[config.mk]
export PLATFORM = sky130hd
export DESIGN_NAME = load_store_move_select_unit
export DESIGN_NICKNAME = d
export VERILOG_FILES = /design/src/core/narrow_store_check.v /design/src/core/load_store_move_select_unit.v
export VERILOG_INCLUDE_DIRS = /design/src /design/src/core
export SDC_FILE = /design/constraint.sdc
export NUM_CORES = 1
export LEC_CHECK = 0
export BUFFER_PORTS_ARGS = -buffer_cell sky130_fd_sc_hd__buf_4
export CORE_ASPECT_RATIO = 0.7
export CORE_MARGIN = 2
export CORE_UTILIZATION = 25
export CTS_CLUSTER_DIAMETER = 100
export DETAILED_ROUTE_END_ITERATION = 10
export SETUP_SLACK_MARGIN = 0.1
export SYNTH_ARGS = -nofsm -noshare
export SYNTH_HDL_FRONTEND = slang
export SYNTH_SLANG_ARGS = --single-unit
[constraint.sdc]
create_clock -name SYS_CLK -period 4.5 [get_ports SYS_CLK]
set_input_delay 0.225 -clock SYS_CLK [delete_from_list [all_inputs] [get_ports SYS_CLK]]
set_output_delay 0.225 -clock SYS_CLK [all_outputs]
set_load 0.005 [all_outputs]
[src/core/lsmu_consts.vh]
// Opcode fields, format codes, select masks and transfer sizes of the data-movement unit
`ifndef LSMU_CONSTS_VH
`define LSMU_CONSTS_VH

// Opcode bits [7:6]: instruction format
`define FMT_MSB 7
`define FMT_LSB 6
`define FMT_ADDRESSING 2'h2
`define FMT_THREE_OPERAND 2'h1

// Addressing format: [5:4] size class, [3:2] words minus one, [1] signed, [0] store
`define SZ_MSB 5
`define SZ_LSB 4
`define SZ_BYTE 2'h0
`define SZ_HALF 2'h1
`define SZ_WORDS 2'h2
`define SZ_EA 2'h3
`define WCNT_MSB 3
`define WCNT_LSB 2
`define SIGNED_BIT 1
`define STORE_BIT 0

// Three-operand format: [5:4] class; copy uses [1:0] words minus one, select uses [2:0] mask
`define CLS_COPY 2'h0
`define CLS_SELECT 2'h1
`define CNT_MSB 1
`define CNT_LSB 0
`define MASK_MSB 2
`define MASK_LSB 0

// Select condition masks
`define PICK_UNORDERED 3'h0
`define PICK_GREATER 3'h1
`define PICK_EQUAL 3'h2
`define PICK_GREATER_EQUAL 3'h3
`define PICK_LESS 3'h4
`define PICK_NOT_EQUAL 3'h5
`define PICK_LESS_EQUAL 3'h6
`define PICK_ORDERED 3'h7

// Bytes per word and reset value of the sticky overflow flag
`define WORD_BYTES 32'h4
`define OVF_FLAG_RESET 1'h0

`endif

[src/core/narrow_store_check.v]
// Narrowing of a 32-bit register value for byte and half-word stores, with overflow check
`timescale 1ns/1ps
module narrow_store_check (
  // Source value and store shape
  input wire [31:0] value,
  input wire half,
  input wire signed_store,
  // Narrowed value in the low bits and overflow indication
  output wire [31:0] narrowed,
  output wire overflow
);
  wire byte_fits;
  wire half_fits;

  // Fits when the dropped upper bits all copy the new sign bit
  assign byte_fits = (value[31:7] == {25{1'b0}}) || (value[31:7] == {25{1'b1}});
  assign half_fits = (value[31:15] == {17{1'b0}}) || (value[31:15] == {17{1'b1}});
  assign narrowed = half ? {16'h0000, value[15:0]} : {24'h000000, value[7:0]};
  // Truncating stores never report loss of significant bits
  assign overflow = signed_store & (half ? ~half_fits : ~byte_fits);
endmodule

[src/core/load_store_move_select_unit.v]
// Data-movement datapath: loads, stores, register copies, address load and conditional select
`timescale 1ns/1ps
`include "lsmu_consts.vh"
module load_store_move_select_unit #(
  parameter REG_AW = 5
) (
  // Clock and reset
  input wire SYS_CLK,
  input wire RST_N,
  // Operation request
  input wire OP_VALID,
  input wire [7:0] OP_CODE,
  input wire [REG_AW-1:0] OP_DST,
  input wire [REG_AW-1:0] OP_SRC1,
  input wire [REG_AW-1:0] OP_SRC2,
  input wire [31:0] OP_BASE,
  input wire [31:0] OP_OFFSET,
  output reg OP_BUSY,
  output reg OP_DONE,
  output reg OP_ILLEGAL,
  // Arithmetic controls
  input wire [2:0] CC_IN,
  input wire OVF_MASK,
  input wire OVF_CLR,
  output reg OVF_FLAG,
  output reg OVF_FAULT,
  // Register file
  output reg [REG_AW-1:0] RF_RADDR,
  input wire [31:0] RF_RDATA,
  output reg RF_WE,
  output reg [REG_AW-1:0] RF_WADDR,
  output reg [31:0] RF_WDATA,
  // Memory access path
  output reg MEM_REQ,
  output reg MEM_WE,
  output reg [31:0] MEM_ADDR,
  output reg [3:0] MEM_BE,
  output reg [31:0] MEM_WDATA,
  input wire MEM_ACK,
  input wire [31:0] MEM_RDATA
);
  localparam S_IDLE = 3'h0;
  localparam S_RREQ = 3'h1;
  localparam S_RDAT = 3'h2;
  localparam S_MEM = 3'h3;
  localparam S_WRITE = 3'h4;

  reg [2:0] state_r;
  reg [7:0] op_r;
  reg [REG_AW-1:0] dst_r;
  reg [REG_AW-1:0] src_r;
  reg [31:0] ea_r;
  reg [1:0] cnt_r;
  reg [1:0] last_r;

  wire [1:0] fmt;
  wire [1:0] sz;
  wire is_store;
  wire is_signed;
  wire is_mem;
  wire is_load;
  wire is_copy;
  wire is_select;
  wire is_ea;
  wire cond_met;
  wire legal;
  wire [31:0] narrowed;
  wire narrow_ovf;
  wire [31:0] ea_now;
  wire is_last;

  // Register index i words past a base; stays inside its local or global bank
  function [REG_AW-1:0] reg_step;
    input [REG_AW-1:0] base;
    input [1:0] step;
    begin
      reg_step = {base[REG_AW-1:2], base[1:0] + step};
    end
  endfunction

  // Byte lane enables for an access of the given size class at an address
  function [3:0] lane_mask;
    input [1:0] size;
    input [1:0] low;
    begin
      case (size)
        `SZ_BYTE: lane_mask = 4'h1 << low;
        `SZ_HALF: lane_mask = low[1] ? 4'hc : 4'h3;
        default: lane_mask = 4'hf;
      endcase
    end
  endfunction

  // Pick the addressed byte or half of a fetched word and widen it
  function [31:0] widen;
    input [31:0] word;
    input [1:0] size;
    input sgn;
    input [1:0] low;
    reg [31:0] sh;
    begin
      sh = word >> {low, 3'h0};
      case (size)
        `SZ_BYTE: widen = {{24{sgn & sh[7]}}, sh[7:0]};
        `SZ_HALF: widen = {{16{sgn & sh[15]}}, sh[15:0]};
        default: widen = word;
      endcase
    end
  endfunction

  assign fmt = OP_CODE[`FMT_MSB:`FMT_LSB];
  assign sz = OP_CODE[`SZ_MSB:`SZ_LSB];
  assign is_mem = fmt == `FMT_ADDRESSING;
  assign is_ea = is_mem && sz == `SZ_EA;
  // Each load shape has its store twin through the store bit alone
  assign is_load = is_mem && !is_ea && !OP_CODE[`STORE_BIT];
  assign is_copy = fmt == `FMT_THREE_OPERAND && sz == `CLS_COPY;
  assign is_select = fmt == `FMT_THREE_OPERAND && sz == `CLS_SELECT;
  assign cond_met = (OP_CODE[`MASK_MSB:`MASK_LSB] & CC_IN) != 3'h0;
  assign legal = is_mem || is_copy || is_select;
  assign ea_now = OP_BASE + OP_OFFSET;

  assign is_store = op_r[`STORE_BIT];
  assign is_signed = op_r[`SIGNED_BIT];
  assign is_last = cnt_r == last_r;

  narrow_store_check u_narrow (
    .value(RF_RDATA),
    .half(op_r[`SZ_MSB:`SZ_LSB] == `SZ_HALF),
    .signed_store(is_signed),
    .narrowed(narrowed),
    .overflow(narrow_ovf)
  );

  // Sticky flag; a new overflow in the clearing cycle wins
  wire ovf_set;
  assign ovf_set = state_r == S_RDAT && op_r[`FMT_MSB:`FMT_LSB] == `FMT_ADDRESSING && is_store &&
                   op_r[`SZ_MSB] == 1'b0 && narrow_ovf && OVF_MASK;

  always @(posedge SYS_CLK or negedge RST_N) begin
    if (!RST_N) begin
      OVF_FLAG <= `OVF_FLAG_RESET;
    end else if (ovf_set) begin
      OVF_FLAG <= 1'b1;
    end else if (OVF_CLR) begin
      OVF_FLAG <= 1'b0;
    end
  end

  always @(posedge SYS_CLK or negedge RST_N) begin
    if (!RST_N) begin
      state_r <= S_IDLE;
      op_r <= 8'h00;
      dst_r <= {REG_AW{1'b0}};
      src_r <= {REG_AW{1'b0}};
      ea_r <= 32'h00000000;
      cnt_r <= 2'h0;
      last_r <= 2'h0;
      OP_BUSY <= 1'b0;
      OP_DONE <= 1'b0;
      OP_ILLEGAL <= 1'b0;
      OVF_FAULT <= 1'b0;
      RF_RADDR <= {REG_AW{1'b0}};
      RF_WE <= 1'b0;
      RF_WADDR <= {REG_AW{1'b0}};
      RF_WDATA <= 32'h00000000;
      MEM_REQ <= 1'b0;
      MEM_WE <= 1'b0;
      MEM_ADDR <= 32'h00000000;
      MEM_BE <= 4'h0;
      MEM_WDATA <= 32'h00000000;
    end else begin
      OP_DONE <= 1'b0;
      OP_ILLEGAL <= 1'b0;
      OVF_FAULT <= 1'b0;
      RF_WE <= 1'b0;
      case (state_r)
        S_IDLE: begin
          if (OP_VALID) begin
            op_r <= OP_CODE;
            dst_r <= OP_DST;
            cnt_r <= 2'h0;
            ea_r <= ea_now;
            // Select reduces to a one-word copy of the chosen source
            src_r <= (is_select && !cond_met) ? OP_SRC2 : OP_SRC1;
            if (!legal) begin
              OP_ILLEGAL <= 1'b1;
              OP_DONE <= 1'b1;
            end else if (is_ea) begin
              RF_WE <= 1'b1;
              RF_WADDR <= OP_DST;
              RF_WDATA <= ea_now;
              OP_DONE <= 1'b1;
            end else begin
              OP_BUSY <= 1'b1;
              if (is_mem && sz == `SZ_WORDS) begin
                last_r <= OP_CODE[`WCNT_MSB:`WCNT_LSB];
              end else if (is_copy) begin
                last_r <= OP_CODE[`CNT_MSB:`CNT_LSB];
              end else begin
                last_r <= 2'h0;
              end
              if (is_load) begin
                MEM_REQ <= 1'b1;
                MEM_WE <= 1'b0;
                MEM_ADDR <= ea_now;
                MEM_BE <= lane_mask(sz, ea_now[1:0]);
                state_r <= S_MEM;
              end else begin
                RF_RADDR <= (is_select && !cond_met) ? OP_SRC2 : OP_SRC1;
                state_r <= S_RDAT;
              end
            end
          end
        end
        S_RREQ: begin
          RF_RADDR <= reg_step(src_r, cnt_r);
          state_r <= S_RDAT;
        end
        S_RDAT: begin
          if (op_r[`FMT_MSB:`FMT_LSB] == `FMT_ADDRESSING) begin
            if (op_r[`SZ_MSB] == 1'b0 && narrow_ovf && !OVF_MASK) begin
              // Faulting store leaves memory untouched
              OVF_FAULT <= 1'b1;
              OP_DONE <= 1'b1;
              OP_BUSY <= 1'b0;
              state_r <= S_IDLE;
            end else begin
              MEM_REQ <= 1'b1;
              MEM_WE <= 1'b1;
              MEM_ADDR <= ea_r + (`WORD_BYTES * cnt_r);
              MEM_BE <= lane_mask(op_r[`SZ_MSB:`SZ_LSB], ea_r[1:0]);
              if (op_r[`SZ_MSB] == 1'b0) begin
                // Narrow value copied into every lane; byte enables pick the target
                MEM_WDATA <= op_r[`SZ_LSB] ? {2{narrowed[15:0]}} : {4{narrowed[7:0]}};
              end else begin
                MEM_WDATA <= RF_RDATA;
              end
              state_r <= S_MEM;
            end
          end else begin
            RF_WE <= 1'b1;
            RF_WADDR <= reg_step(dst_r, cnt_r);
            RF_WDATA <= RF_RDATA;
            state_r <= S_WRITE;
          end
        end
        S_MEM: begin
          if (MEM_ACK) begin
            MEM_REQ <= 1'b0;
            MEM_WE <= 1'b0;
            if (!is_store) begin
              RF_WE <= 1'b1;
              RF_WADDR <= reg_step(dst_r, cnt_r);
              RF_WDATA <= widen(MEM_RDATA, op_r[`SZ_MSB:`SZ_LSB], is_signed, ea_r[1:0]);
              state_r <= S_WRITE;
            end else if (is_last) begin
              OP_DONE <= 1'b1;
              OP_BUSY <= 1'b0;
              state_r <= S_IDLE;
            end else begin
              cnt_r <= cnt_r + 2'h1;
              state_r <= S_RREQ;
            end
          end
        end
        S_WRITE: begin
          if (is_last) begin
            OP_DONE <= 1'b1;
            OP_BUSY <= 1'b0;
            state_r <= S_IDLE;
          end else if (op_r[`FMT_MSB:`FMT_LSB] == `FMT_ADDRESSING) begin
            cnt_r <= cnt_r + 2'h1;
            MEM_REQ <= 1'b1;
            MEM_WE <= 1'b0;
            MEM_ADDR <= ea_r + (`WORD_BYTES * (cnt_r + 2'h1));
            MEM_BE <= 4'hf;
            state_r <= S_MEM;
          end else begin
            cnt_r <= cnt_r + 2'h1;
            state_r <= S_RREQ;
          end
        end
        default: begin
          state_r <= S_IDLE;
          OP_BUSY <= 1'b0;
          MEM_REQ <= 1'b0;
        end
      endcase
    end
  end
endmodule

After elaboration in Yosys (flattened, before gate mapping)
Cells that the tools add are included.
{ "op_classes": {"add_sub_neg": 7, "n_eq_ne": 29, "n_shift": 3, "muxes": 113, "bitwise": 10, "n_reduce_logical": 45} }
{ "op_table": {"columns": ["operator", "n"], "rows": [
  ["2-to-1 mux 32 bit", 16],
  ["case mux 32 bit (3 select lines)", 2],
  ["case mux 32 bit (2 select lines)", 1],
  ["2-to-1 mux 5 bit", 11],
  ["2-to-1 mux 1 bit", 45],
  ["2-to-1 mux 4 bit", 10],
  ["adder 32 bit", 1],
  ["adder 32 x 4 -> 32 bit", 1],
  ["adder 32 x 5 -> 32 bit", 1],
  ["right shift 32 x 5 -> 16 bit", 1],
  ["inequality test 2 bit (second input constant)", 13],
  ["== test 25 bit (second input constant)", 1],
  ["zero test 25 bit", 1],
  ["AND reduction 10 bit", 2],
  ["2-to-1 mux 2 bit", 9],
  ["2-to-1 mux 3 bit", 6],
  ["== test 17 bit (second input constant)", 1],
  ["zero test 17 bit", 1],
  ["2-to-1 mux 16 bit", 1],
  ["case mux 4 bit (2 select lines)", 2],
  ["case mux 3 bit (5 select lines)", 1],
  ["case mux 5 bit (3 select lines)", 1],
  ["logical AND 1 bit", 14],
  ["case mux 4 bit (3 select lines)", 1],
  ["33 further kinds", 64]
]} }
{ "word_totals": {"reg_bits": 175, "output_inout_bits": 118} }

Longest topological paths before layout
Gate-level depths: netlist (run 1).
{ "depth": {"depth_word": 10, "depth_mapped": 15, "ltp_nobuf": 14} }

Hierarchy
From an unflattened synthesis (run 1), not the netlist that was laid out.
{ "hier_totals": {"hier_cells": 1367, "hier_area_um2": 11379.7} }
{ "modules_own_cells": {"columns": ["module", "n_inst", "cells_per_inst", "area_each_um2", "seq_area_each_um2"], "rows": [
  ["load_store_move_select_unit", 1, 1313, 11011.8, 4329.2],
  ["narrow_store_check", 1, 54, 367.9, 0.0]
]} }

Worst setup path after synthesis (run 1)
Ideal clock, no wire load.
{ "synth_timing": {"path_kind": "flip-flop to flip-flop", "from": "register state_r[1]", "to": "register MEM_ADDR[28]", "setup_ns": 0.121, "t_arrival_ns": 3.056, "required_ns": 4.379, "setup_slack_ns": 1.323, "path_stages_with_launch": 15, "synth_period_minus_slack_ns": 3.177, "cell_sequence": "dfrtp_1 -> clkbuf_1 -> nor2_1 -> nand2_1 -> xnor2_1 -> ha_1 -> inv_1 -> fa_1 -> nor2b_1 -> o2111ai_1 -> nor3_1 -> nand4_1 -> xor2_1 -> a21oi_1 -> a22o_1"} }
{ "synth_between": {"elab_chain_cells": 3} }
{ "synth_rtl": {"columns": ["element", "line_no", "text"], "rows": [
  ["start: declaration", "load_store_move_select_unit.v:48", "reg [2:0] state_r;"],
  ["start signal: assignment", "load_store_move_select_unit.v:152", "state_r <= S_IDLE;"],
  ["start signal: assignment", "load_store_move_select_unit.v:208", "state_r <= S_MEM;"],
  ["start signal: assignment", "load_store_move_select_unit.v:211", "state_r <= S_RDAT;"],
  ["== test 3 bit, or another cell as far along", "load_store_move_select_unit.v:177", "case (state_r)"],
  ["inequality test 2 bit (no line), or another cell as far along", null, null],
  ["AND reduction 9 bit (no line)", null, null],
  ["end signal: assignment", "load_store_move_select_unit.v:206", "MEM_ADDR <= ea_now;"],
  ["end signal: assignment", "load_store_move_select_unit.v:231", "MEM_ADDR <= ea_r + (`WORD_BYTES * cnt_r);"],
  ["end signal: assignment", "load_store_move_select_unit.v:276", "MEM_ADDR <= ea_r + (`WORD_BYTES * (cnt_r + 2'h1));"],
  ["end: declaration", "load_store_move_select_unit.v:36", "output reg [31:0] MEM_ADDR,"]
]} }
Several ways; a longest one is shown, not always the timed one.
A chain may end at the register's enable or synchronous reset.

Final worst setup path (run 1)
Same ends and word-level chain as after synthesis.

==> metrics, run 1 <==
top cells by area in the synthesized netlist=sky130_fd_sc_hd__dfrtp_1, sky130_fd_sc_hd__nand2_1, sky130_fd_sc_hd__o21ai_0; fill count=4623; register area=4330 sq um; Total Negative Setup Slacks=0 ns; Post-Synth Simple-Gate Area=0.175; most common cell after layout, fill and taps aside=sky130_fd_sc_hd__buf_4; critical path type=reg2reg; crit path cell chain=nor2_1, nand2_1, xnor2_1, ha_1, inv_1, fa_1, nor2b_1, o2111ai_1, nor3_1, nand4_1, xor2_1, a21oi_1, a22o_1; Peak supply drop=0.389 mV; Initial DRC Count=794; starting utilization of the core area=0.253; total of max-cap violations=0; Post-Route Utilization=0.329; Buf/Inv on CP=1; post-synthesis share of cell area spent on xor and xnor gates=0.0453; slew at the pin with the worst max-slew slack=1.17 ns; result of the run=finished, final reports clean; area of the mapped netlist=11000 sq um; CP max FO=5; Top delay family on crit path=simple AND/OR/NAND/NOR gates; number of rows in the core area=64; share of the clock period used by the worst path after layout=0.802; clock latency on the worst-skew pair=0.45 ns; combinational family with the most area after synthesis=compound AO/OA/AOI/OAI gates; PnR Total Power=9.40 mW; area share of the largest cell type after synthesis=0.393; die area=45800 sq um; number of endpoints failing setup at the final stage=0; number of antenna violations at the first check in global routing=6; post-route clock skew=0.0146 ns; P&R area growth vs syn=30.3%; Root Buffer=sky130_fd_sc_hd__clkbuf_16; number of cells on the worst reg-to-reg path=13; average cell area after synthesis=8.66 sq um; final estimated routing congestion in global placement=0.932; shortest clock period the worst path allows after layout=3.61 ns; total routing usage reported by global routing=0.189; Pre-Repair DR Iteration Count=5; synthesized-area fraction occupied by ao, oa, aoi and oai cells=0.233; total area of multi-input combinational cells=6270 sq um; Hold Path Sink=op_r[6]; min-delay src=OP_CODE[6]; Final nets=1716; count of vias placed by the detailed router=10700; worst slew margin relative to its limit=0.210; reg-to-reg slack, setup=0.89 ns; number of synthesized flops with an enable pin=0; number of unique standard cell types used by synthesis=76; Core Area=43600 sq um; post-synthesis cell count=1271; leakage power=6.48 nW; Startpoint Class=flip-flop; share of the yosys chip area belonging to registers=0.393; number of global-route vias before repair=10300; number of nets produced by synthesis=1470; clock buffer depth=2; number of storage elements in the synthesis netlist=173; fmax=0.277 GHz; Yosys top cell by area=sky130_fd_sc_hd__dfrtp_1; wire length per cell after detailed routing=20.6 microns; number of hold-slack violations in the final timing report=0; DRC=0; Post-Place Worst Slack=0.967 ns; H-Tree Level Count=4; DIE HEIGHT=180 microns; total power density per cell area=655 nW/um^2; Reg clk slew, reported paths=0.07 ns; share of cell area taken by muxes after synthesis=0.0701; launching instance or port of the critical path=state_r[1]; Critical Path Max Stage Delay=0.66 ns; final routed wirelength across all metal layers=43800 microns; cell at the slowest stage of the critical path=sky130_fd_sc_hd__nor3_1; maximum number of pins on one net before global-route repair=81; RSZ-0062 raised after global routing=no; final worst hold slack=0.0278 ns; Hold Path Class=in2reg; number of instances on the worst hold path=2; wire length of the first global-routing pass=65200 microns; async set or reset register ratio after synthesis=1.00; Buffers on Ports=277; endpoint of the lowest-slack register-to-register path=MEM_ADDR[28]; crit path setup slack, layout=0.892 ns; clock sinks=173; WP data arrival=3.94 ns; detailed placer's ending HPWL=34500 microns; share of layout cells above drive strength 1=0.250; required time at the endpoint of the critical path=4.84 ns; number of warnings reported in the yosys synthesis log=0; number of buffers added by the clock tree synthesis step=17; Crit. End Element=flip-flop; buffers inserted by post-CTS timing repair=0; Post-synth top flop=sky130_fd_sc_hd__dfrtp_1; beginning of the worst register-to-register path=state_r[1]; max-slew violation total from the final report=0; most frequent cells in the layout=sky130_fd_sc_hd__buf_4, sky130_fd_sc_hd__nand2_1, sky130_fd_sc_hd__dfrtp_1; number of nets with antenna violations after routing=0; adder-cell share of the synthesized area=0.0457; drt via density=5.01; clock tree from TritonCTS=done; total I/O pin count=278; remaining global-route overflow=0; die width=255 microns
[metrics by stage]
stage	cells	cell area, sq um
after floorplan	1271	11000
after global placement	2087	13700
after detailed placement	2087	13700
after CTS	2124	14300
after global routing	2130	14400
final	2130	14400
[sequential cells by signal (all words and copies together) (netlist names), 2 cells and up]
name,cells
MEM_ADDR,32
MEM_WDATA,32
RF_WDATA,32
ea_r,32
op_r,6
RF_RADDR,5
RF_WADDR,5
dst_r,5
src_r,5
MEM_BE,4
state_r,3
cnt_r,2
last_r,2
[cell families (layout without fill, tap and decap cells)]
kind of cell,after synthesis,in the layout
AND/OR/NAND/NOR,424,424
AO/OA/AOI/OAI,403,403
flip-flops,173,173
buffers and inverters,103,362
multiplexers,72,72
XOR/XNOR,57,57
adder cells (fa/ha/maj),39,39
other,0,6
[synth_stat cells (4+ instances only)]
cell type                  count
sky130_fd_sc_hd__xor2_1       22
sky130_fd_sc_hd__a22o_1       18
sky130_fd_sc_hd__a311oi_1      4
sky130_fd_sc_hd__inv_1        23
sky130_fd_sc_hd__or3_1         5
sky130_fd_sc_hd__nand3_1      18
sky130_fd_sc_hd__a221oi_1     10
sky130_fd_sc_hd__nor2b_1      13
sky130_fd_sc_hd__and3_1       10
sky130_fd_sc_hd__xnor2_1      35
sky130_fd_sc_hd__nor3_1       20
sky130_fd_sc_hd__buf_2        16
sky130_fd_sc_hd__a31oi_1      17
sky130_fd_sc_hd__o21bai_1      5
sky130_fd_sc_hd__buf_1         7
sky130_fd_sc_hd__mux2i_1      40
sky130_fd_sc_hd__o211ai_1      8
sky130_fd_sc_hd__o21a_1        5
sky130_fd_sc_hd__a211o_1       5
sky130_fd_sc_hd__clkbuf_1     52
sky130_fd_sc_hd__nand2b_1     20
sky130_fd_sc_hd__a41oi_1       5
sky130_fd_sc_hd__nor2_1       92
sky130_fd_sc_hd__nor4_1        7
sky130_fd_sc_hd__o31ai_1      10
sky130_fd_sc_hd__nand4_1      19
sky130_fd_sc_hd__nand2_1     200
sky130_fd_sc_hd__a21o_1       16
sky130_fd_sc_hd__and2_1        4
sky130_fd_sc_hd__dfrtp_1     173
sky130_fd_sc_hd__a211oi_1     12
sky130_fd_sc_hd__ha_1         37
sky130_fd_sc_hd__a221o_1       6
sky130_fd_sc_hd__o221ai_1     10
sky130_fd_sc_hd__o21ai_0     135
sky130_fd_sc_hd__mux2_2       31
sky130_fd_sc_hd__a21oi_1     102
[area by class of cell]
cell class                 instances  area share
tap                              594      0.0518
antenna                            6     0.00105
sequential                       173       0.302
timing repair buffer             306       0.161
multi-input combinational        995       0.437
inverter                          24     0.00628
clock buffer                      18      0.0306
clock inverter                    14      0.0107
[metal layers]
layer | global-route usage | share of wire | routed length [microns]
met5 | 0 | 0 | 0
met4 | 0.0571 | 0.019 | 849
met3 | 0.0442 | 0.065 | 2840
met2 | 0.298 | 0.46 | 20100
met1 | 0.257 | 0.46 | 20000
[how the worst max path moves through the flow]
stage | to | slack [ns] | cells past startpoint
floorplan | MEM_ADDR[28] | 1.32 | 14
detailed placement | MEM_ADDR[30] | 0.97 | 13
global placement | MEM_ADDR[30] | 1.03 | 13
CTS | MEM_ADDR[28] | 0.94 | 13
global route | MEM_ADDR[30] | 0.59 | 13
finish | MEM_ADDR[28] | 0.89 | 13
[power by group]
| group | internal [mW] | switching, mW | leakage (nW) |
|---|---|---|---|
| Combinational | 2.11 | 2.81 | 4.07 |
| Sequential | 2.30 | 0.618 | 2.12 |
| Clock | 0.845 | 0.710 | 0.295 |
[what timing repair did]
| item | in CTS | in global routing |
|---|---|---|
| resized for setup | 0 | 0 |
| hold buffers | 5 | 0 |
| setup endpoints to repair | 0 | 0 |
| endpoints found under the hold margin | 82 | 0 |
No activity file was read; power rests on OpenSTA's default activity.
==> inputs of run 2 (changes only) <==
--- a/config.mk
+++ b/config.mk
@@ -6,6 +6,7 @@
 export SDC_FILE = /design/constraint.sdc
 export NUM_CORES = 1
 export LEC_CHECK = 0
+export ABC_AREA = 1
 export BUFFER_PORTS_ARGS = -buffer_cell sky130_fd_sc_hd__buf_4
 export CORE_ASPECT_RATIO = 0.7
 export CORE_MARGIN = 2
==> constraint.sdc (replaced) <==
create_clock -name SYS_CLK -period 2.9 [get_ports SYS_CLK]
set_input_delay 0.145 -clock SYS_CLK [delete_from_list [all_inputs] [get_ports SYS_CLK]]
set_output_delay 0.145 -clock SYS_CLK [all_outputs]
set_load 0.005 [all_outputs]
==> run 2 against run 1 <==
- clock skew shrank 0.0020 ns
- routed wire length rose by 24%
- first-iteration DRC count rose by 100%
- die area increased by 11%
- power up 68%
- critical path depth rose by 6
- clock-buffer cell count is the same
- area after synthesis increased by 11%
- critical path type unchanged
- critical endpoint is now MEM_ADDR[24]
- largest cell class unchanged
- highest routed layer is now met5
==> metrics, run 2 <==
number of antenna violations at the first check in global routing=5 (-1); number of nets with antenna violations after routing=0 (unchanged); remaining global-route overflow=0 (unchanged); clock buffer depth=2 (unchanged); Total Negative Setup Slacks=0 ns (unchanged); crit path setup slack, layout=0.268 ns (-0.623 ns); clock latency on the worst-skew pair=0.46 ns (about the same); max-slew violation total from the final report=0 (unchanged); Post-Route Utilization=0.333 (+0.00376); post-route clock skew=0.0125 ns (-0.00204 ns); RSZ-0062 raised after global routing=no; die area=50900 sq um (+11%); Buf/Inv on CP=3 (+2); top cells by area in the synthesized netlist=sky130_fd_sc_hd__dfrtp_1, sky130_fd_sc_hd__nand2_1, sky130_fd_sc_hd__inv_1; cell at the slowest stage of the critical path=sky130_fd_sc_hd__dfrtp_2; clock tree from TritonCTS=done; area share of the largest cell type after synthesis=0.353 (-0.0405); Post-Place Worst Slack=0.115 ns (-0.852 ns); non-filler instance count after layout=2869 (+35%); number of warnings reported in the yosys synthesis log=0 (unchanged); number of hold-slack violations in the final timing report=0 (unchanged); final worst hold slack=0.0271 ns (-0.000770 ns); critical path type=reg2reg; fill count=5272 (+14%); number of global-route vias before repair=13000 (+26%); result of the run=finished, final reports clean; detailed placer's ending HPWL=43500 microns (+26%); wire length of the first global-routing pass=81000 microns (+24%); top cell types by occurrence after synthesis=sky130_fd_sc_hd__nand2_1, sky130_fd_sc_hd__inv_1, sky130_fd_sc_hd__dfrtp_1; Final nets=2397 (+40%); cell area after layout=16100 sq um (+12%); Buffers on Ports=277 (unchanged); number of synthesized flops with an enable pin=0 (unchanged); H-Tree Level Count=4 (unchanged); share of the clock period used by the worst path after layout=0.907 (+0.106); async set or reset register ratio after synthesis=1.00 (unchanged); CP max FO=3 (-2); total power density per cell area=984 nW/um^2 (+50%); PnR Total Power=15.8 mW (+68%); most numerous cell in the Yosys netlist=sky130_fd_sc_hd__nand2_1; fmax=0.380 GHz (+37%); number of instances on the worst hold path=3 (+1); area of the mapped netlist=12300 sq um (+11%); Startpoint Class=flip-flop; WP data arrival=2.99 ns (-0.95 ns); number of unique standard cell types used by synthesis=48 (-37%); number of storage elements in the synthesis netlist=173 (unchanged); Yosys top cell by area=sky130_fd_sc_hd__dfrtp_1; number of cells on the worst reg-to-reg path=19 (+6); required time at the endpoint of the critical path=3.25 ns (-1.59 ns); number of nets produced by synthesis=2108 (+43%); shortest clock period the worst path allows after layout=2.63 ns (-0.977 ns); DRC=0 (unchanged); Crit. End Element=flip-flop; average cell area after synthesis=6.43 sq um (-26%); placed standard-cell area=15200 sq um (+11%); drt via density=4.83 (-3.6%); most frequent cells in the layout=sky130_fd_sc_hd__nand2_1, sky130_fd_sc_hd__buf_4, sky130_fd_sc_hd__inv_1; Top delay family on crit path=simple AND/OR/NAND/NOR gates; starting utilization of the core area=0.255 (+0.00188); P&R area growth vs syn=30.9%; share of layout cells above drive strength 1=0.174 (-0.0766); Pre-Repair DR Iteration Count=6 (+1); final estimated routing congestion in global placement=0.950 (+2.0%); post-synthesis cell count=1909 (+50%); Crit. path cell count=19 (+6); Reg clk slew, reported paths=0.08 ns (about the same); final routed wirelength across all metal layers=54300 microns (+24%); Root Buffer=sky130_fd_sc_hd__clkbuf_16; share of the yosys chip area belonging to registers=0.353 (-0.0405); slew at the pin with the worst max-slew slack=0.781 ns (-0.393 ns); crit path cell chain=nor2_4, nand2_2, xnor2_2, ha_2, inv_1, fa_1, inv_1, nand2_1, nand2_1, nand2_2, nor2_4, nand2_1, inv_1, nand2_1, xor2_1, nand2_1, nand2_1, nand2_1, nand2_1; leakage power=8.55 nW (+32%); Peak supply drop=0.525 mV (+35%); number of buffers added by the clock tree synthesis step=17 (unchanged); Critical Path Max Stage Delay=0.43 ns (-0.23 ns); Core Area=48200 sq um (+11%); total I/O pin count=278 (unchanged); most common cell after layout, fill and taps aside=sky130_fd_sc_hd__nand2_1; clock sinks=173 (unchanged); Initial DRC Count=1627 (+100%); Post-synth top flop=sky130_fd_sc_hd__dfrtp_1; total of max-cap violations=0 (unchanged); DIE HEIGHT=189 microns (+5.5%); wire length per cell after detailed routing=18.9 microns (-8.1%); placed cell count=2813 (+35%); number of rows in the core area=67 (+4.7%); Hold Path Class=in2reg; die width=269 microns (+5.5%); total routing usage reported by global routing=0.212 (+0.0229); most common cell type on the critical path=sky130_fd_sc_hd__nand2_1; worst slew margin relative to its limit=0.478 (+0.268); count of vias placed by the detailed router=13900 (+30%); number of endpoints failing setup at the final stage=0 (unchanged); maximum number of pins on one net before global-route repair=64 (-21%)
run 2: cell count changes after synthesis, sizes merged, moves of 29 or more:
cell   previous run  this run
nor2             92       140
a21oi           103       135
mux2i            40         2
xnor2            35         6
mux2             31         1
inv              23       261
nand2           200       678
nand3            18       130
run 2: timing repair:
action / 4_1_cts / 5_1_grt
hold endpoints to repair: 80 / 0
setup buffers: 0 / 1
endpoints found under the setup margin: 0 / 15
gates resized for setup: 0 / 18
hold buffers: 20 / 0
run 2: report_power, final:
group / internal, mW / switching (mW)
Clock: 1.31 / 1.11
Sequential: 3.57 / 0.953
Combinational: 3.16 / 5.70
run 2: tightest hold or removal path, stage by stage:
cell and delay [ns]:
sky130_fd_sc_hd__buf_4 0.14, sky130_fd_sc_hd__inv_1 0.06, sky130_fd_sc_hd__o21ai_0 0.08
run 2: path summary, 6_finish.rpt:
path | startpoint | to | slack [ns]
max in group asynchronous | RST_N | RF_WDATA[14] | 1.73
min in group asynchronous | RST_N | MEM_WDATA[4] | 0.25
worst max register to register | state_r[1] | MEM_ADDR[24] | 0.27
worst min-delay path | RF_RDATA[0] | MEM_WDATA[0] | 0.03
worst min register to register | dst_r[2] | dst_r[2] | 0.48
worst max-delay path | state_r[1] | MEM_ADDR[24] | 0.27
run 2: kinds of logic after synthesis:
family                   count (synthesis)  share of synthesized area
multiplexers                             3                    0.00255
XOR/XNOR                                28                     0.0200
AO/OA/AOI/OAI                          333                      0.144
buffers and inverters                  323                      0.104
adder cells (fa/ha/maj)                 39                     0.0410
AND/OR/NAND/NOR                       1010                      0.337
flip-flops                             173                      0.353
run 2: area by class of cell:
type	count	area (sq um)	area share
diodes	3	7.51	0.000467
clock buffers	18	439	0.0273
clock inverters	14	159	0.00989
inverters	261	982	0.0611
multi-input cells	1413	6740	0.420
flip-flops and latches	173	4330	0.270
well taps	655	820	0.0510
repair buffers	332	2580	0.161
run 2: per-layer routing:
| metal | share of wire | vias to the layer above | global-route usage |
|---|---|---|---|
| met4 | 0.012 | 2 | 0.0412 |
| met2 | 0.40 | 627 | 0.298 |
| li1 | - | 6669 | - |
| met5 | 0.00018 | - | 0 |
| met3 | 0.095 | 45 | 0.0520 |
| met1 | 0.49 | 6522 | 0.324 |
==> inputs of run 3 (changes only) <==
--- a/config.mk
+++ b/config.mk
@@ -14,6 +14,8 @@
 export CTS_CLUSTER_DIAMETER = 100
 export DETAILED_ROUTE_END_ITERATION = 10
 export SETUP_SLACK_MARGIN = 0.1
+export SKIP_CTS_REPAIR_TIMING = 1
+export SKIP_LAST_GASP = 1
 export SYNTH_ARGS = -nofsm -noshare
 export SYNTH_HDL_FRONTEND = slang
 export SYNTH_SLANG_ARGS = --single-unit
==> constraint.sdc (replaced) <==
create_clock -name SYS_CLK -period 2.9 [get_ports SYS_CLK]
set_input_delay 0.58 -clock SYS_CLK [delete_from_list [all_inputs] [get_ports SYS_CLK]]
set_output_delay 0.58 -clock SYS_CLK [all_outputs]
set_load 0.005 [all_outputs]
==> run 3 against run 2 <==
- setup slack got worse by 0.0079 ns
- die area stayed put
- sequential share of layout area is 0.19 points higher
- power about the same
- critical endpoint is now MEM_ADDR[30]
- highest routed layer unchanged
==> metrics, run 3 (synthesized netlist as in run 2, its figures left out) <==
result of the run=finished, final reports clean; number of antenna violations at the first check in global routing=3 (-2); Root Buffer=sky130_fd_sc_hd__clkbuf_16; P&R area growth vs syn=30.0%; RSZ-0062 raised after global routing=no; leakage power=8.56 nW (about the same); Switch Pwr=7.75 mW (-0.18%); shortest clock period the worst path allows after layout=2.64 ns (+0.00788 ns); remaining global-route overflow=0 (unchanged); drt via density=4.82 (-0.19%); power share of the combinational group=0.568 (+0.007); wire length per cell after detailed routing=19.1 microns (+1.2%); proportion of total power due to net switching=0.490 (-0.00122); critical path type=reg2reg; Startpoint Class=flip-flop; fmax=0.379 GHz (-0.30%); starting utilization of the core area=0.255 (unchanged); clock sinks=173 (unchanged); final estimated routing congestion in global placement=0.942 (-0.89%); post-route clock skew=0.0111 ns (-0.00146 ns); final worst hold slack=0.0471 ns (+0.0201 ns); share of the clock period used by the worst path after layout=0.910 (+0.00272); share of layout cells above drive strength 1=0.179 (+0.00514); DRC=0 (unchanged); die width=269 microns (unchanged); DIE HEIGHT=189 microns (unchanged); number of rows in the core area=67 (unchanged); most frequent cells in the layout=sky130_fd_sc_hd__nand2_1, sky130_fd_sc_hd__buf_4, sky130_fd_sc_hd__inv_1; required time at the endpoint of the critical path=3.25 ns (about the same); clock tree from TritonCTS=done; Buffers on Ports=277 (unchanged); maximum number of pins on one net before global-route repair=53 (-17%); Crit. End Element=flip-flop; number of buffers added by the clock tree synthesis step=17 (unchanged); total power density per cell area=991 nW/um^2 (+0.76%); Total Negative Setup Slacks=0 ns (unchanged); Hold Path Class=in2async; Final nets=2396 (-0.042%); number of nets with antenna violations after routing=0 (unchanged); Pre-Repair DR Iteration Count=6 (unchanged); internal power of the cells=8.07 mW (+0.31%); total routing usage reported by global routing=0.212 (+0.000342); CP max FO=4 (+1); Peak supply drop=0.547 mV (+4.3%); wire length of the first global-routing pass=80700 microns (-0.38%); total of max-cap violations=0 (unchanged); die area=50900 sq um (unchanged); WP data arrival=2.99 ns (about the same); count of vias placed by the detailed router=13800 (-0.32%); detailed placer's ending HPWL=44500 microns (+2.3%); number of global-route vias before repair=13000 (+0.32%); Core Area=48200 sq um (unchanged); slew at the pin with the worst max-slew slack=0.616 ns (-0.165 ns); most common cell after layout, fill and taps aside=sky130_fd_sc_hd__nand2_1; Reg clk slew, reported paths=0.07 ns (about the same); Initial DRC Count=1265 (-22%); PnR Total Power=15.8 mW (about the same); clock buffer depth=2 (unchanged); share of power burned in the clock network=0.149 (-0.004); number of cells on the worst reg-to-reg path=18 (-1); sequential fraction of design power=0.283 (-0.003); total I/O pin count=278 (unchanged); final routed wirelength across all metal layers=54800 microns (+1.1%); H-Tree Level Count=4 (unchanged); worst slew margin relative to its limit=0.589 (+0.111); max-slew violation total from the final report=0 (unchanged); number of hold-slack violations in the final timing report=0 (unchanged); number of endpoints failing setup at the final stage=0 (unchanged); clock latency on the worst-skew pair=0.46 ns (about the same)
==> run 3: changes by cell type in the layout (fill, tap and decap cells not counted), moves of 2 or more <==
cell,previous run,this run
sky130_fd_sc_hd__nand2_1,673,675
sky130_fd_sc_hd__nand3_2,3,5
sky130_fd_sc_hd__diode_2,3,1
sky130_fd_sc_hd__nand2_2,5,3
sky130_fd_sc_hd__buf_4,308,327
sky130_fd_sc_hd__dlygate4sd3_1,20,0
sky130_fd_sc_hd__inv_6,4,2
==> run 3: through the flow <==
| step | cell area [sq um] | util | instances | worst slack [ns] |
|---|---|---|---|---|
| after floorplan | 12300 | - | 1909 | 0.332 |
| after global placement | 15300 | 0.318 | 2832 | 0.105 |
| after detailed placement | 15300 | 0.318 | 2832 | 0.0693 |
| after CTS | 15900 | 0.330 | 2863 | 0.126 |
| after global routing | 16000 | 0.331 | 2864 | 0.0740 |
| final | 16000 | 0.331 | 2865 | 0.261 |
==> run 3: cell type report <==
class                           instances  area [sq um]
Multi-Input combinational cell       1413          6710
Antenna cell                            1          2.50
Clock inverter                         12           138
Tap cell                              655           820
Fill cell                            5322         32200
Timing Repair Buffer                  331          2530
Sequential cell                       173          4330
Clock buffer                           19           443
Inverter                              261           982
==> run 3: layer usage <==
layer  global-route usage  wire length [microns]  part of all wire  vias up
li1                     -                      -                 -     6651
met1                0.315                  26700              0.49     6550
met2                0.302                  22000              0.40      568
met3               0.0653                   5520              0.10       47
met4               0.0380                    623             0.011        4
met5                    0                     25           0.00046        -
==> run 3: path summary, 6_finish.rpt <==
check	slack, ns	start	to
setup / recovery	0.26	state_r[1]	MEM_ADDR[30]
hold / removal	0.05	RST_N	MEM_WDATA[1]
setup reg to reg	0.26	state_r[1]	MEM_ADDR[30]
hold reg to reg	0.47	dst_r[4]	dst_r[4]
max in group asynchronous	1.93	RST_N	MEM_WDATA[9]
min in group SYS_CLK	0.31	OVF_CLR	OVF_FLAG
==> run 3: power groups by stage <==
stage               logic, mW  registers (mW)  clock network [mW]
floorplan                4.93            4.27                   0
global placement         8.88            4.44                   0
detailed placement       8.91            4.46                   0
CTS                      8.94            4.44                2.41
global route             9.97            4.59                2.51
finish                   8.99            4.47                2.36
==> run 3: worst max-delay path, stage by stage, from the launching register on <==
cell	delay [ns]
sky130_fd_sc_hd__dfrtp_2	0.43
sky130_fd_sc_hd__nor2_4	0.12
sky130_fd_sc_hd__nand2_2	0.09
sky130_fd_sc_hd__xnor2_1	0.15
sky130_fd_sc_hd__ha_1	0.19
sky130_fd_sc_hd__inv_1	0.06
sky130_fd_sc_hd__fa_1	0.35
sky130_fd_sc_hd__inv_1	0.08
sky130_fd_sc_hd__nand2_1	0.06
sky130_fd_sc_hd__nand2_1	0.06
sky130_fd_sc_hd__nand2_1	0.08
sky130_fd_sc_hd__buf_4	0.16
sky130_fd_sc_hd__nor2_1	0.19
sky130_fd_sc_hd__nand2_1	0.11
sky130_fd_sc_hd__xor2_1	0.15
sky130_fd_sc_hd__nand2_1	0.06
sky130_fd_sc_hd__nand2_1	0.08
sky130_fd_sc_hd__nand2_1	0.08
sky130_fd_sc_hd__nand2_1	0.05
